[config.mk]
export PLATFORM = sky130hd
export DESIGN_NAME = orm_regmap
export DESIGN_NICKNAME = d
export VERILOG_FILES = /design/src/verilog/orm_pkg.sv /design/src/verilog/orm_sfr_if.sv /design/src/verilog/orm_regmap.sv /design/src/verilog/orm_nv_bytes.sv /design/src/verilog/orm_sfr_bank.sv
export SDC_FILE = /design/constraint.sdc
export NUM_CORES = 1
export LEC_CHECK = 0
export ABC_CLOCK_PERIOD_IN_PS = 3400
export BUFFER_PORTS_ARGS = -buffer_cell sky130_fd_sc_hd__buf_2
export CORE_UTILIZATION = 45
export DETAILED_ROUTE_END_ITERATION = 12
export PLACE_DENSITY = 0.7
export SLEW_MARGIN = 20
export SYNTH_ARGS = -nofsm -noshare
export SYNTH_HDL_FRONTEND = slang
export SYNTH_SLANG_ARGS = --single-unit
[constraint.sdc]
create_clock -name REF_CLK -period 3.4 [get_ports REF_CLK]
set_input_delay 0.68 -clock REF_CLK [delete_from_list [all_inputs] [get_ports REF_CLK]]
set_output_delay 0.68 -clock REF_CLK [all_outputs]
set_load 0.1 [all_outputs]
[src/verilog/orm_pkg.sv]
package orm_pkg;

   // Direct space: special registers live at 0x80 and above
   localparam logic [7:0] SFR_SPACE_BASE = 8'h80;
   localparam logic [7:0] SFR_STACK_POINTER = 8'h81;
   localparam logic [7:0] SFR_CIPHER_SUBST = 8'h86;
   localparam logic [7:0] SFR_TMR_B_CTRL = 8'h91;
   localparam logic [7:0] SFR_TMR_B_RL_LO = 8'h92;
   localparam logic [7:0] SFR_TMR_B_RL_HI = 8'h93;
   localparam logic [7:0] SFR_TMR_B_CNT_LO = 8'h94;
   localparam logic [7:0] SFR_TMR_B_CNT_HI = 8'h95;
   localparam logic [7:0] SFR_PIN_READ_BITS = 8'h99;
   localparam logic [7:0] SFR_RTC_CTRL = 8'h9C;
   localparam logic [7:0] SFR_PORT_SETUP = 8'hB6;
   localparam logic [7:0] SFR_PORT_IRQ_CFG = 8'hB7;
   localparam logic [7:0] SFR_SYSTEM_GEN = 8'hBE;
   localparam logic [7:0] SFR_TMR_A_CTRL = 8'hC8;
   localparam logic [7:0] SFR_TMR_SRC_SEL = 8'hC9;
   localparam logic [7:0] SFR_TMR_A_RL_LO = 8'hCA;
   localparam logic [7:0] SFR_TMR_A_RL_HI = 8'hCB;
   localparam logic [7:0] SFR_TMR_A_CNT_LO = 8'hCC;
   localparam logic [7:0] SFR_TMR_A_CNT_HI = 8'hCD;
   localparam logic [7:0] SFR_PSW = 8'hD0;
   localparam logic [7:0] SFR_PROTECTION_CONTROL_ZERO = 8'hDA;
   localparam logic [7:0] SFR_SYSTEM_SETUP = 8'hEE;

   // Table of implemented direct registers, walked by a generate loop
   localparam int SFR_N = 21;
   localparam logic [7:0] SFR_ADDR [SFR_N] = '{
      SFR_STACK_POINTER, SFR_CIPHER_SUBST, SFR_TMR_B_CTRL, SFR_TMR_B_RL_LO,
      SFR_TMR_B_RL_HI, SFR_TMR_B_CNT_LO, SFR_TMR_B_CNT_HI, SFR_PIN_READ_BITS,
      SFR_RTC_CTRL, SFR_PORT_SETUP, SFR_PORT_IRQ_CFG, SFR_SYSTEM_GEN,
      SFR_TMR_A_CTRL, SFR_TMR_SRC_SEL, SFR_TMR_A_RL_LO, SFR_TMR_A_RL_HI,
      SFR_TMR_A_CNT_LO, SFR_TMR_A_CNT_HI, SFR_PSW, SFR_PROTECTION_CONTROL_ZERO, SFR_SYSTEM_SETUP};
   // Slots in that table: the read-only pin slot, and the reload low bytes the top reads out
   localparam int SFR_IDX_PIN_BITS = 7;
   localparam int SFR_IDX_TB_RL_LO = 3;
   localparam int SFR_IDX_TA_RL_LO = 14;

   // Extended region, external data space
   localparam logic [15:0] XR_FIRST = 16'h4002;
   localparam logic [15:0] XR_LAST = 16'h404F;
   localparam logic [15:0] XR_LPOSC_TRIM = 16'h4002;
   localparam logic [15:0] XR_FREQ_COUNT = 16'h4008;
   localparam logic [15:0] XR_AMP_CAP = 16'h400C;
   localparam logic [15:0] XR_AMP_TRIM = 16'h4012;
   localparam logic [15:0] XR_XO_CTRL = 16'h4016;
   localparam logic [15:0] XR_PORT_TEST = 16'h4017;
   localparam logic [15:0] XR_NV_BASE = 16'h4040;
   localparam logic [1:0] XR_LSB_LANE = 2'h3;
   localparam int NV_DEPTH = 16;

   // Field widths and reset values
   localparam int AMP_CAP_W = 9;
   localparam logic [6:0] AMP_CAP_PAD = 7'h00;
   localparam logic [7:0] BYTE_RST = 8'h00;
   localparam logic [8:0] AMP_CAP_RST = 9'h000;

endpackage : orm_pkg

[src/verilog/orm_sfr_if.sv]
`timescale 1ns/1ps
`default_nettype none
// Byte access into the direct register bank
interface orm_sfr_if;
   logic [7:0] addr;   // Direct address
   logic wr;           // Write strobe, already qualified by selection
   logic [7:0] wdata;  // Write byte
   logic [7:0] rdata;  // Combinational read byte
   modport ctrl (output addr, output wr, output wdata, input rdata);
   modport target (input addr, input wr, input wdata, output rdata);
endinterface : orm_sfr_if
`default_nettype wire

[src/verilog/orm_regmap.sv]
`timescale 1ns/1ps
`default_nettype none
// Contract
// Extended region decoded for external accesses only
// Registers take one, two or four bytes
// Four-byte register LSB at base plus three
// Fields justified toward the least significant byte
// Bits beyond field read zero, ignore writes
// Capacitor nine bits, upper seven bits zero
// Counter result big-endian, MSB at 0x4008
// Array index zero at 0x4040, ascending
// Timer reload bytes at 0xCA and 0xCB
// Direct access above 0x80 selects special registers
// Reserved extended addresses read zero, writes ignored
module orm_regmap
   import orm_pkg::*;
(
   input wire logic REF_CLK,
   input wire logic RST_N,
   input wire logic [7:0] DIR_ADDR,
   input wire logic DIR_RD,
   input wire logic DIR_WR,
   input wire logic [7:0] DIR_WDATA,
   output logic [7:0] DIR_RDATA,
   output logic DIR_SEL,
   input wire logic [15:0] X_ADDR,
   input wire logic X_RD,
   input wire logic X_WR,
   input wire logic [7:0] X_WDATA,
   output logic [7:0] X_RDATA,
   output logic X_SEL,
   input wire logic [31:0] FC_RESULT,
   input wire logic [7:0] PIN_BITS,
   input wire logic NV_WR,
   input wire logic [3:0] NV_IDX,
   input wire logic [7:0] NV_WDATA,
   output logic [7:0] LPOSC_TRIM,
   output logic [8:0] AMP_CAP,
   output logic [7:0] AMP_TRIM,
   output logic [7:0] XO_CTRL,
   output logic [7:0] PORT_TEST,
   output logic [15:0] TMR_A_RELOAD,
   output logic [15:0] TMR_B_RELOAD
);

   // Pin synchroniser: stage one feeds stage two only
   logic [7:0] pin_s1_r;
   logic [7:0] pin_s2_r;

   // Extended registers held here
   logic [7:0] lposc_r;               // Low-power oscillator trim
   logic [AMP_CAP_W-1:0] amp_cap_r;   // Tuning capacitor, nine bits
   logic [7:0] amp_trim_r;            // Amplifier drive trim
   logic [7:0] xo_ctrl_r;             // Crystal oscillator control
   logic [7:0] port_test_r;           // Port test setting

   // Read return registers
   logic [7:0] x_rdata_r;   // Last extended-region read byte
   logic nv_sel_r;          // Last extended read came from the array
   logic [7:0] dir_rdata_r; // Last direct-space read byte

   // Extended region decode
   wire x_acc = X_RD | X_WR;
   wire x_in_region = (X_ADDR >= XR_FIRST) && (X_ADDR <= XR_LAST);
   wire x_rd_ok = X_RD & X_SEL;
   wire x_wr_ok = X_WR & X_SEL;
   wire hit_lposc = (X_ADDR == XR_LPOSC_TRIM);
   wire hit_fc = (X_ADDR[15:2] == XR_FREQ_COUNT[15:2]);
   wire hit_cap_msb = (X_ADDR == XR_AMP_CAP);
   wire hit_cap_lsb = (X_ADDR == (XR_AMP_CAP + 16'h0001));
   wire hit_trim = (X_ADDR == XR_AMP_TRIM);
   wire hit_xo = (X_ADDR == XR_XO_CTRL);
   wire hit_port = (X_ADDR == XR_PORT_TEST);
   wire hit_nv = (X_ADDR[15:4] == XR_NV_BASE[15:4]);

   // Counter result lane: lane 0 is the MSB, lane 3 the LSB
   wire [1:0] fc_lane = X_ADDR[1:0];
   wire [4:0] fc_shift = {XR_LSB_LANE - fc_lane, 3'b000};
   wire [31:0] fc_shifted = FC_RESULT >> fc_shift;
   wire [7:0] fc_byte = fc_shifted[7:0];

   // Capacitor halves: field sits at the low end, MSB byte mostly padding
   wire [7:0] cap_msb_byte = {AMP_CAP_PAD, amp_cap_r[8]};
   wire [7:0] cap_lsb_byte = amp_cap_r[7:0];

   // Read selection; any address with no register answers zero
   wire [7:0] x_rd_nxt =
      hit_lposc ? lposc_r :
      hit_fc ? fc_byte :
      hit_cap_msb ? cap_msb_byte :
      hit_cap_lsb ? cap_lsb_byte :
      hit_trim ? amp_trim_r :
      hit_xo ? xo_ctrl_r :
      hit_port ? port_test_r :
      8'h00;

   // Direct space decode
   wire dir_acc = DIR_RD | DIR_WR;
   wire [7:0] sfr_rdata;
   wire [SFR_N*8-1:0] sfr_flat;
   wire [7:0] nv_rdata;

   orm_sfr_if sfr_bus ();

   // Only external accesses inside the window are ours
   assign X_SEL = x_acc & x_in_region;
   // Upper half of direct space belongs to the special registers
   assign DIR_SEL = dir_acc & DIR_ADDR[7];

   assign sfr_bus.addr = DIR_ADDR;
   assign sfr_bus.wr = DIR_WR & DIR_SEL;
   assign sfr_bus.wdata = DIR_WDATA;
   assign sfr_rdata = sfr_bus.rdata;

   orm_sfr_bank u_sfr_bank (
      .clk (REF_CLK),
      .rst_n (RST_N),
      .pin_bits (pin_s2_r),
      .bus (sfr_bus.target),
      .sfr_flat (sfr_flat)
   );

   // Array byte n at base plus n
   orm_nv_bytes u_nv_bytes (
      .clk (REF_CLK),
      .rst_n (RST_N),
      .wr_en (NV_WR),
      .wr_idx (NV_IDX),
      .wr_data (NV_WDATA),
      .rd_en (x_rd_ok & hit_nv),
      .rd_idx (X_ADDR[3:0]),
      .rd_data (nv_rdata)
   );

   // Pins come from outside the clock domain
   always_ff @(posedge REF_CLK or negedge RST_N) begin
      if (!RST_N) begin
         pin_s1_r <= BYTE_RST;
         pin_s2_r <= BYTE_RST;
      end else begin
         pin_s1_r <= PIN_BITS;
         pin_s2_r <= pin_s1_r;
      end
   end

   // One-byte extended registers
   always_ff @(posedge REF_CLK or negedge RST_N) begin
      if (!RST_N) begin
         lposc_r <= BYTE_RST;
         amp_trim_r <= BYTE_RST;
         xo_ctrl_r <= BYTE_RST;
         port_test_r <= BYTE_RST;
      end else if (x_wr_ok) begin
         if (hit_lposc) begin
            lposc_r <= X_WDATA;
         end
         if (hit_trim) begin
            amp_trim_r <= X_WDATA;
         end
         if (hit_xo) begin
            xo_ctrl_r <= X_WDATA;
         end
         if (hit_port) begin
            port_test_r <= X_WDATA;
         end
      end
   end

   // Two-byte capacitor slot: only bit 0 of the MSB byte is stored
   always_ff @(posedge REF_CLK or negedge RST_N) begin
      if (!RST_N) begin
         amp_cap_r <= AMP_CAP_RST;
      end else if (x_wr_ok && hit_cap_msb) begin
         amp_cap_r[8] <= X_WDATA[0];
      end else if (x_wr_ok && hit_cap_lsb) begin
         amp_cap_r[7:0] <= X_WDATA;
      end
   end

   // Extended read return; held until the next read so slow cores can sample late
   always_ff @(posedge REF_CLK or negedge RST_N) begin
      if (!RST_N) begin
         x_rdata_r <= BYTE_RST;
         nv_sel_r <= 1'b0;
      end else if (x_rd_ok) begin
         x_rdata_r <= x_rd_nxt;
         nv_sel_r <= hit_nv;
      end
   end

   // Direct read return; only the upper half is answered here
   always_ff @(posedge REF_CLK or negedge RST_N) begin
      if (!RST_N) begin
         dir_rdata_r <= BYTE_RST;
      end else if (DIR_RD && DIR_SEL) begin
         dir_rdata_r <= sfr_rdata;
      end
   end

   // Both candidates are flops; the select is a flop too
   assign X_RDATA = nv_sel_r ? nv_rdata : x_rdata_r;
   assign DIR_RDATA = dir_rdata_r;

   assign LPOSC_TRIM = lposc_r;
   assign AMP_CAP = amp_cap_r;
   assign AMP_TRIM = amp_trim_r;
   assign XO_CTRL = xo_ctrl_r;
   assign PORT_TEST = port_test_r;
   // Reload pairs are low byte first in the table
   assign TMR_A_RELOAD = sfr_flat[SFR_IDX_TA_RL_LO*8 +: 16];
   assign TMR_B_RELOAD = sfr_flat[SFR_IDX_TB_RL_LO*8 +: 16];
endmodule : orm_regmap
`default_nettype wire

[src/verilog/orm_nv_bytes.sv]
`timescale 1ns/1ps
`default_nettype none
// Sixteen-byte image of the nonvolatile read data, one write and one read port
module orm_nv_bytes
   import orm_pkg::*;
(
   input wire logic clk,
   input wire logic rst_n,
   input wire logic wr_en,
   input wire logic [3:0] wr_idx,
   input wire logic [7:0] wr_data,
   input wire logic rd_en,
   input wire logic [3:0] rd_idx,
   output logic [7:0] rd_data
);
   logic [7:0] mem_r [NV_DEPTH];  // Storage, no reset: filled by the loader
   logic [7:0] rd_data_r;         // Read register, holds between reads

   // Loader write
   always_ff @(posedge clk) begin
      if (wr_en) begin
         mem_r[wr_idx] <= wr_data;
      end
   end

   // Read only when asked, so the answer stands until the next read
   always_ff @(posedge clk or negedge rst_n) begin
      if (!rst_n) begin
         rd_data_r <= BYTE_RST;
      end else if (rd_en) begin
         rd_data_r <= mem_r[rd_idx];
      end
   end

   assign rd_data = rd_data_r;
endmodule : orm_nv_bytes
`default_nettype wire

[src/verilog/orm_sfr_bank.sv]
`timescale 1ns/1ps
`default_nettype none
// Bank of direct-space byte registers, one slot per table entry
module orm_sfr_bank
   import orm_pkg::*;
(
   input wire logic clk,
   input wire logic rst_n,
   input wire logic [7:0] pin_bits,
   orm_sfr_if.target bus,
   output logic [SFR_N*8-1:0] sfr_flat
);
   logic [SFR_N-1:0] hit;        // One-hot address match
   logic [7:0] slot [SFR_N];     // Value of each slot
   logic [7:0] rd_mux;           // Or of matching slot values

   genvar i;
   generate
      for (i = 0; i < SFR_N; i++) begin : g_slot
         assign hit[i] = (bus.addr == SFR_ADDR[i]);
         if (i == SFR_IDX_PIN_BITS) begin : g_ro
            // Read-only: shows the pins, writes are dropped
            assign slot[i] = pin_bits;
         end else begin : g_rw
            logic [7:0] val_r;  // Stored byte
            // Byte write on exact address match
            always_ff @(posedge clk or negedge rst_n) begin
               if (!rst_n) begin
                  val_r <= BYTE_RST;
               end else if (bus.wr && hit[i]) begin
                  val_r <= bus.wdata;
               end
            end
            assign slot[i] = val_r;
         end
         assign sfr_flat[i*8 +: 8] = slot[i];
      end
   endgenerate

   // Unoccupied addresses match nothing and read as zero
   always_comb begin
      rd_mux = 8'h00;
      for (int k = 0; k < SFR_N; k++) begin
         if (hit[k]) begin
            rd_mux = rd_mux | slot[k];
         end
      end
   end

   assign bus.rdata = rd_mux;
endmodule : orm_sfr_bank
`default_nettype wire

==> flow_summary.json, run 1 <==
{
  "final_cell_mix": "242 x dfrtp_1, 230 x mux2_2, 186 x buf_2",
  "routedWlPerCell_um": 24.4,
  "slew_viol_final": 0,
  "cts_sinks": 370,
  "critPathSlowestCell": "nor4b_4",
  "grt_usage_pct": 24.2,
  "yosysTopAreaCellShare_pct": 36.2,
  "cts_setup_buffers": 0,
  "ctsResizeCount": 0,
  "core_area_um2": 36600,
  "cp_max_fo": 6,
  "r2r_setup_slack_ns": 1.46,
  "drc_errors": 0,
  "slew_headroom_pct": 48.1,
  "root_buffer": "clkbuf_16",
  "leakage_nw": 8.62,
  "syn_area_per_cell_um2": 14.6,
  "gp_congestion": 0.935,
  "ant_nets": 0,
  "io_pins": 190,
  "hold_buffers": 0,
  "drv_cap": 0,
  "p_total_mw": 9.81,
  "synth.area.top_cells": "dfrtp_1 36%, edfxtp_1 23%, mux2_2 15%",
  "fill_cells": 3036,
  "ys_types": 67,
  "start_util_pct": 45.7,
  "ir_drop_v": 0.000391,
  "start_kind": "input port",
  "setup_tns_ns": 0,
  "vias": 11100,
  "synth-seq-area-share_pct": 59.2,
  "synth_cells": 1148,
  "synth_edf_count": 128,
  "grt_pass1_vias": 11300,
  "path_cells": "buf_2 > nor4b_4 > and2_1 > nand4b_1 > nand2_1 > buf_12",
  "min_path_type": "in -> async",
  "viasPerCell": 6.00,
  "yosysWarnings": 0,
  "dr.pass1.iters": 5,
  "period_share_pct": 79.9,
  "r2r-end": "DIR_RDATA[5]",
  "layout-drive-gt1-share_pct": 44.8,
  "fin_ws_ns": 0.683,
  "final_common_cell": "dfrtp_1",
  "grt_max_degree": 96,
  "reg2regPathDepth": 5,
  "crit_arrival_ns": 2.04,
  "syn_area_um2": 16700,
  "stdcell_area_um2": 19600,
  "p_per_area_nw_per_um2": 500,
  "portBuffers": 189,
  "synth_seq_cells": 370,
  "endpoint": "X_SEL",
  "startpoint": "X_ADDR[8]",
  "die_height_um": 195,
  "h-tree-depth": 2,
  "fmax_mhz": 368,
  "cts_inserted_buffers": 40,
  "worst_ep_required_time_ns": 2.72,
  "die_w_um": 195,
  "n_antenna_cell": 0,
  "tritoncts": "built",
  "hold-worst-slack_ns": 0.168,
  "clk_latency_ns": 0.55,
  "clk_transition_reported_paths_ns": 0.06,
  "synth.largest_area_cell": "dfrtp_1",
  "rsz0062_at_grt": "false",
  "place_hpwl_mm": 31.2,
  "crit_type": "in -> out",
  "syn2layout_area_growth_pct": 17.3,
  "place_area_um2": 18300,
  "grt_first_pass_wirelength_mm": 69.2,
  "nNetsFinal": 1445,
  "dp_slack_ns": 0.531,
  "antenna_found_initial": 0,
  "tightest_slew_ns": 0.772,
  "min_period_ns": 2.72,
  "synthArstFlopShare_pct": 65.4,
  "fp-row-count": 70,
  "drtIter0Drc": 765,
  "reg2reg_from": "u_sfr_bank.g_slot[17].g_rw.val_r[5]",
  "synthFlopType": "dfrtp_1",
  "syn_nets": 1247,
  "dieArea_um2": 38000,
  "fin_worst_skew_ns": 0.00999,
  "hold_violations": 0,
  "setup_viol": 0,
  "critPathMaxStageDelay_ns": 0.38,
  "status": "complete, no violations",
  "grt-ovfl-total": 0,
  "cts_buffer_depth": 3,
  "totalWireLength_mm": 44.9,
  "critPathCaptureType": "output pin"
}
state kept, by name, summed over array words and instances (netlist names):
register / flops
AMP_CAP: 9
XO_CTRL: 8
u_sfr_bank.g_slot.g_rw.val_r: 160
pin_s2_r: 8
nv_sel_r: 1
PORT_TEST: 8
pin_s1_r: 8
DIR_RDATA: 8
LPOSC_TRIM: 8
AMP_TRIM: 8
u_nv_bytes.rd_data: 8
u_nv_bytes.mem_r: 128
x_rdata_r: 8
cells in the mapped netlist (10+ instances only):
library cell and number:
dfrtp_1 242, mux2_2 230, edfxtp_1 128, mux4_2 49, nand2_1 47, clkbuf_1 39
nor2_1 38, buf_4 34, a22oi_1 31, nand3_1 29, nor2b_1 22, buf_2 20
o21ai_0 12, buf_1 11, a2111oi_0 10, and2_1 10, nor3_1 10
metrics by stage:
stage	instances	utilization [%]
CTS	1844	53.6
floorplan	1148	-
detailed placement	1772	50.1
global route	1844	53.6
global placement	1772	50.1
finish	1844	53.6
report_power, final:
part           switching (mW)  leakage (nW)  internal (mW)  total (mW)
Clock                    1.75         0.637           2.50        4.24
Sequential             0.0531          4.47           4.72        4.78
Combinational           0.534          3.51          0.254       0.788
worst max-delay path, delay by kind of cell:
family        cells  cell delay [ns]
buf+inv           2             0.31
simple gates      4             1.05
area by class of cell:
class / count / area (um2) / share of cell area (%)
Clock buffer: 56 / 1180 / 6.02
Clock inverter: 16 / 106 / 0.542
Inverter: 8 / 30.0 / 0.153
Multi-Input combinational cell: 666 / 6270 / 31.9
Sequential cell: 370 / 9900 / 50.4
Tap cell: 468 / 586 / 2.98
Timing Repair Buffer: 260 / 1560 / 7.93
how the worst min path moves through the flow:
stage                                                to  slack (ns)
finish               u_sfr_bank.g_slot[4].g_rw.val_r[0]        0.17
global route        u_sfr_bank.g_slot[15].g_rw.val_r[1]        0.23
CTS                 u_sfr_bank.g_slot[15].g_rw.val_r[3]        0.19
detailed placement                          pin_s2_r[1]        0.34
global placement                            pin_s2_r[4]        0.33
floorplan                                   pin_s2_r[0]        0.33
cells by family after synthesis:
family,share of synthesized area (%)
DFF,59.2
muxes,22.3
and+or+nand+nor,8.64
AOI/OAI and AO/OA,6.47
buffers and inverters,3.42
layer usage:
| layer | part of all wire [%] | GRT usage [%] |
|---|---|---|
| met1 | 41 | 31.6 |
| met2 | 48 | 39.2 |
| met5 | 0 | 0 |
| met3 | 7.8 | 5.19 |
| met4 | 3.7 | 10.1 |
(Power assumes the default switching activity.)
==> run 2, diff against run 1 <==
--- a/config.mk
+++ b/config.mk
@@ -5,7 +5,8 @@
 export SDC_FILE = /design/constraint.sdc
 export NUM_CORES = 1
 export LEC_CHECK = 0
-export ABC_CLOCK_PERIOD_IN_PS = 3400
+export ABC_AREA = 1
+export ABC_CLOCK_PERIOD_IN_PS = 2700
 export BUFFER_PORTS_ARGS = -buffer_cell sky130_fd_sc_hd__buf_2
 export CORE_UTILIZATION = 45
 export DETAILED_ROUTE_END_ITERATION = 12
==> constraint.sdc (replaced) <==
create_clock -name REF_CLK -period 2.7 [get_ports REF_CLK]
set_input_delay 0.54 -clock REF_CLK [delete_from_list [all_inputs] [get_ports REF_CLK]]
set_output_delay 0.54 -clock REF_CLK [all_outputs]
set_load 0.1 [all_outputs]
==> run 2 against run 1 <==
Against the previous run:
- the run now ends with hold timing left
- first-iteration DRC count increased by 55%
- clock skew is 0.0059 ns higher
- register-to-register slack lost 0.09 ns
- power grew 27%
- combinational power is 19% higher
- flip-flop and latch count is the same
- via count increased by 20%
- worst setup slack got worse by 0.42 ns
- critical path depth is 1 higher
- clock power is 31% higher
- hold slack got worse by 0.20 ns
- critical path type unchanged
- largest power group unchanged
- highest routed layer is now met5
==> flow_summary.json, run 2 <==
{
  "failed_checks": "hold timing",
  "fin_worst_skew_ns": 0.0159,
  "synth_cells": 1781,
  "max_flop_register": "u_sfr_bank.g_slot.g_rw.val_r",
  "root_buffer": "clkbuf_16",
  "cts_sinks": 370,
  "synth_seq_cells": 370,
  "critPathCaptureType": "output pin",
  "cp_max_fo": 3,
  "reg2regPathDepth": 6,
  "slew_viol_final": 0,
  "final_cell_mix": "595 x nand2_1, 242 x dfrtp_1, 187 x buf_2",
  "synth-seq-area-share_pct": 59.7,
  "cts_inserted_buffers": 40,
  "io_pins": 190,
  "synth-simple-area-share_pct": 23.8,
  "vias": 13300,
  "r2r_setup_slack_ns": 1.37,
  "ctsResizeCount": 0,
  "min_path_type": "in -> async",
  "endpoint": "X_SEL",
  "slew_headroom_pct": 34.9,
  "syn2layout_area_growth_pct": 16.9,
  "status": "complete, but fails checks",
  "reg2reg_from": "u_nv_bytes.mem_r[15][3]",
  "dieArea_um2": 37600,
  "cts_buffer_depth": 3,
  "clk_latency_ns": 0.55,
  "synth_xor_area_share_pct": 0,
  "h-tree-depth": 2,
  "synth_fa_ha_area_share_pct": 0,
  "rsz0062_at_grt": "false",
  "synth-compound-area-share_pct": 10.5,
  "ir_drop_v": 0.000474,
  "dr.pass1.iters": 6,
  "cts_setup_buffers": 0,
  "dp_cells": 2380,
  "yosysMostFrequentCell": "nand2_1",
  "antenna_found_initial": 2,
  "crit_type": "in -> out",
  "hold-worst-slack_ns": -0.0353,
  "syn_area_per_cell_um2": 9.31,
  "routedWlPerCell_um": 19.2,
  "place_hpwl_mm": 32.9,
  "leakage_nw": 9.00,
  "synth.largest_area_cell": "dfrtp_1",
  "largest_reg_flops": 160,
  "r2r-end": "u_nv_bytes.rd_data[3]",
  "synth_edf_count": 128,
  "grt-ovfl-total": 0,
  "period_share_pct": 90.3,
  "die_height_um": 194,
  "die_w_um": 194,
  "syn_area_um2": 16600,
  "syn_nets": 1880,
  "ys_types": 38,
  "synthFlopType": "dfrtp_1",
  "drc_errors": 0,
  "start_kind": "input port",
  "nNetsFinal": 2060,
  "startpoint": "X_ADDR[5]",
  "tightest_slew_ns": 0.975,
  "grt_usage_pct": 25.1,
  "ant_nets": 0,
  "yosysWarnings": 0,
  "worst_ep_required_time_ns": 2.16,
  "instances_no_fill": 2454,
  "start_util_pct": 46.2,
  "yosysTopAreaCellShare_pct": 36.5,
  "multi_input_area_um2": 5770,
  "fp-row-count": 69,
  "clk_transition_reported_paths_ns": 0.06,
  "totalWireLength_mm": 47.1,
  "core_area_um2": 35900,
  "drtIter0Drc": 1182,
  "grt_pass1_vias": 12800,
  "setup_tns_ns": 0,
  "hold_violations": 9,
  "final_common_cell": "nand2_1",
  "fill_cells": 3269,
  "n_antenna_cell": 0,
  "gp_congestion": 0.944,
  "fmax_mhz": 410,
  "final_util_pct": 54.0,
  "layout-drive-gt1-share_pct": 19.2,
  "setup_viol": 0,
  "viasPerCell": 5.42,
  "synth_top_family_by_area": "simple AND/OR/NAND/NOR gates",
  "portBuffers": 189,
  "drv_cap": 0,
  "p_total_mw": 12.5,
  "tritoncts": "built",
  "synth_mux_area_share_pct": 0.543,
  "hold_buffers": 0,
  "synth.area.top_cells": "dfrtp_1 37%, edfxtp_1 23%, nand2_1 13%",
  "p_per_area_nw_per_um2": 644,
  "synth_common_cells": "595 x nand2_1, 242 x dfrtp_1, 140 x o21ai_0, 128 x edfxtp_1, 127 x nor2_1",
  "grt_first_pass_wirelength_mm": 73.7,
  "seqCellArea_um2": 9900,
  "crit_arrival_ns": 1.90,
  "min_period_ns": 2.44,
  "synthArstFlopShare_pct": 65.4,
  "grt_max_degree": 85
}
run 2: cell types whose count changed after synthesis, sizes merged, moves of 52 or more:
cell,delta
nand2,+563
inv,+92
o21ai,+190
nand3,+52
mux2,-222
nor2,+108
run 2: power by group:
| group | leakage (nW) | switching (mW) | internal [mW] |
|---|---|---|---|
| Combinational | 3.89 | 0.717 | 0.223 |
| Sequential | 4.45 | 0.0650 | 5.95 |
| Clock | 0.668 | 2.29 | 3.25 |
| Total | 9.00 | 3.08 | 9.42 |
run 2: worst max-delay path, cell delays in order:
cell and delay (ns):
buf_2 0.12, nor2_2 0.21, inv_1 0.12, a21oi_1 0.24, nand3_2 0.18, a21oi_2 0.27
buf_12 0.21
run 2: per-stage QoR:
step,instance area (um2),hold WS (ns),setup WS (ns)
floorplan,16600,0.244,0.125
global placement,18000,0.335,0.227
detailed placement,18000,0.336,0.242
CTS,19400,0.0281,0.233
global route,19400,0.0218,0.182
finish,19400,-0.0353,0.262
run 2: cell type report:
type | instances | area share (%)
inverters | 103 | 2.01
repair buffers | 235 | 7.18
flip-flops and latches | 370 | 51.1
clock buffers | 54 | 5.79
multi-input cells | 1211 | 29.8
well taps | 461 | 2.97
clock inverters | 20 | 1.21
run 2: layer usage:
layer | wire (um) | global-route usage [%] | part of all wire (%) | up-vias
met3 | 3440 | 4.33 | 7.3 | 109
met2 | 22200 | 40.8 | 47 | 609
met4 | 1620 | 8.82 | 3.4 | 2
met5 | 13 | 0 | 0.028 | -
met1 | 19800 | 34.1 | 42 | 6295
li1 | - | - | - | 6293
run 2: worst min path at each step:
| stage | slack, ns | start | depth (start not counted) | end |
|---|---|---|---|---|
| final | -0.04 | RST_N | 1 | u_sfr_bank.g_slot[15].g_rw.val_r[0] |
| after global placement | 0.34 | pin_s1_r[3] | 0 | pin_s2_r[3] |
| after CTS | 0.03 | RST_N | 1 | u_sfr_bank.g_slot[17].g_rw.val_r[3] |
| after floorplan | 0.24 | RST_N | 0 | AMP_CAP[0] |
| after global routing | 0.02 | RST_N | 1 | u_sfr_bank.g_slot[3].g_rw.val_r[2] |
| after detailed placement | 0.34 | pin_s1_r[7] | 0 | pin_s2_r[7] |
run 2: cells by family after synthesis:
family / count (synthesis)
AND/OR/NAND/NOR: 903
flip-flops: 370
AO/OA/AOI/OAI: 300
buffers and inverters: 200
multiplexers: 8
==> run 3, diff against run 2 <==
==> constraint.sdc (replaced) <==
create_clock -name REF_CLK -period 2.7 [get_ports REF_CLK]
set_input_delay 0.27 -clock REF_CLK [delete_from_list [all_inputs] [get_ports REF_CLK]]
set_output_delay 0.27 -clock REF_CLK [all_outputs]
set_load 0.1 [all_outputs]
==> run 3 against run 2 <==
Against the previous run:
- the flow now finishes without violations
- maximum frequency increased by 16%
- hold slack improved by 0.088 ns
- sequential share of layout area increased by 0.29 points
- clock-buffer cell count increased by 4
- clock skew increased by 0.0085 ns
- combinational power decreased by 0.5%
- first-iteration DRC count increased by 6.6%
- worst setup slack improved by 0.34 ns
- critical path depth decreased by 5
- die area unchanged
- non-clock buffer count decreased by 10
- power about the same
- critical path type is now reg -> out
- largest cell class unchanged
- highest routed layer is now met4
==> flow_summary.json, run 3 (synthesized netlist as in run 2, its figures left out) <==
{
  "critPathSlowestCell": "dfrtp_1",
  "stdcell_area_um2": 19300,
  "leakage_nw": 8.91,
  "h-tree-depth": 2,
  "die_height_um": 194,
  "drv_cap": 0,
  "cts_setup_buffers": 0,
  "min_path_type": "in -> reg",
  "p_total_mw": 12.5,
  "path_cells": "mux2_2 > buf_2",
  "place_hpwl_mm": 32.5,
  "slew_headroom_pct": 38.2,
  "status": "complete, no violations",
  "grt_first_pass_wirelength_mm": 73.8,
  "start_kind": "flip-flop",
  "tritoncts": "built",
  "ir_drop_v": 0.000529,
  "cts_inserted_buffers": 40,
  "antenna_found_initial": 0,
  "dieArea_um2": 37600,
  "portBuffers": 189,
  "fmax_mhz": 476,
  "max_flop_register": "u_sfr_bank.g_slot.g_rw.val_r",
  "dr.pass1.iters": 6,
  "critPathMaxStageDelay_ns": 0.55,
  "core_area_um2": 35900,
  "clk_transition_reported_paths_ns": 0.06,
  "cts_sinks": 370,
  "final_cell_mix": "595 x nand2_1, 242 x dfrtp_1, 188 x buf_2",
  "seqCellArea_um2": 9900,
  "gp_congestion": 0.988,
  "io_pins": 190,
  "p_per_area_nw_per_um2": 648,
  "tightest_slew_ns": 0.926,
  "crit_arrival_ns": 1.83,
  "root_buffer": "clkbuf_16",
  "n_antenna_cell": 0,
  "grt-ovfl-total": 0,
  "syn2layout_area_growth_pct": 16.3,
  "nNetsFinal": 2050,
  "layout-drive-gt1-share_pct": 17.7,
  "vias": 13400,
  "die_w_um": 194,
  "slew_viol_final": 0,
  "setup_viol": 0,
  "viasPerCell": 5.49,
  "min_period_ns": 2.10,
  "grt_max_degree": 81,
  "drtIter0Drc": 1260,
  "setup_tns_ns": 0,
  "min_from": "X_WDATA[6]",
  "cp_max_fo": 9,
  "largest_reg_flops": 160,
  "ant_nets": 0,
  "ctsResizeCount": 0,
  "drc_errors": 0,
  "grt_pass1_vias": 13000,
  "routedWlPerCell_um": 19.5,
  "rsz0062_at_grt": "false",
  "fill_cells": 3250,
  "worst_ep_required_time_ns": 2.43,
  "hold_violations": 0,
  "r2r_setup_slack_ns": 1.31,
  "reg2regPathDepth": 4,
  "grt_usage_pct": 25.3,
  "fp-row-count": 69,
  "period_share_pct": 77.8,
  "r2r-end": "DIR_RDATA[6]",
  "final_common_cell": "nand2_1",
  "place_area_um2": 17800,
  "cts_buffer_depth": 3,
  "start_util_pct": 46.2,
  "holdPathEnd": "AMP_TRIM[6]",
  "totalWireLength_mm": 47.6,
  "startpoint": "nv_sel_r",
  "crit_type": "reg -> out",
  "reg2reg_from": "u_sfr_bank.g_slot[15].g_rw.val_r[6]",
  "multi_input_area_um2": 5770,
  "holdPathStages": 3,
  "clk_latency_ns": 0.57,
  "critPathCaptureType": "output pin",
  "fin_worst_skew_ns": 0.0244
}
-- run 3: report_power, final --
part | leakage [nW] | internal [mW] | total, mW | switching (mW)
logic | 3.82 | 0.221 | 0.935 | 0.714
registers | 4.45 | 5.95 | 6.02 | 0.0681
clock network | 0.644 | 3.31 | 5.54 | 2.22
-- run 3: how the worst max path moves through the flow --
stage	to	slack, ns	depth (start not counted)
detailed placement	AMP_TRIM[2]	0.63	9
global placement	u_sfr_bank.g_slot[1].g_rw.val_r[5]	0.65	5
floorplan	X_SEL	0.04	5
CTS	X_RDATA[4]	0.58	2
global route	X_RDATA[4]	0.56	2
finish	X_RDATA[4]	0.60	2
-- run 3: cell type report --
class                   instances  area share (%)
repair buffers                225            6.87
well taps                     461            2.99
inverters                     103            2.02
clock inverters                11           0.727
flip-flops and latches        370            51.3
multi-input cells            1211            29.9
clock buffers                  58            6.13
-- run 3: worst max-delay path, delay by kind of cell (launching register included) --
| family | cells | cell delay [ns] |
|---|---|---|
| flip-flops | 1 | 0.55 |
| multiplexers | 1 | 0.43 |
| buffers and inverters | 1 | 0.30 |
-- run 3: repair_timing --
item | 4_1_cts | 5_1_grt
endpoints found under the setup margin | 0 | 0
hold buffers | 14 | 0
hold endpoints to repair | 88 | 0
-- run 3: stage by stage --
step	worst slack (ns)	std cells	utilization, %	hold WS, ns
after global placement	0.647	2356	49.6	0.300
after global routing	0.555	2439	53.7	0.0706
after floorplan	0.0421	1781	-	-0.0256
final	0.599	2439	53.7	0.0522
after detailed placement	0.632	2356	49.6	0.305
after CTS	0.578	2439	53.7	0.0285
-- run 3: metal layers --
| metal | part of all wire [%] | global-route usage [%] | vias up |
|---|---|---|---|
| li1 | - | - | 6248 |
| met1 | 42 | 33.7 | 6442 |
| met2 | 47 | 40.8 | 602 |
| met3 | 7.4 | 4.54 | 107 |
| met4 | 3.7 | 10.8 | 0 |
| met5 | 0 | 0 | - |
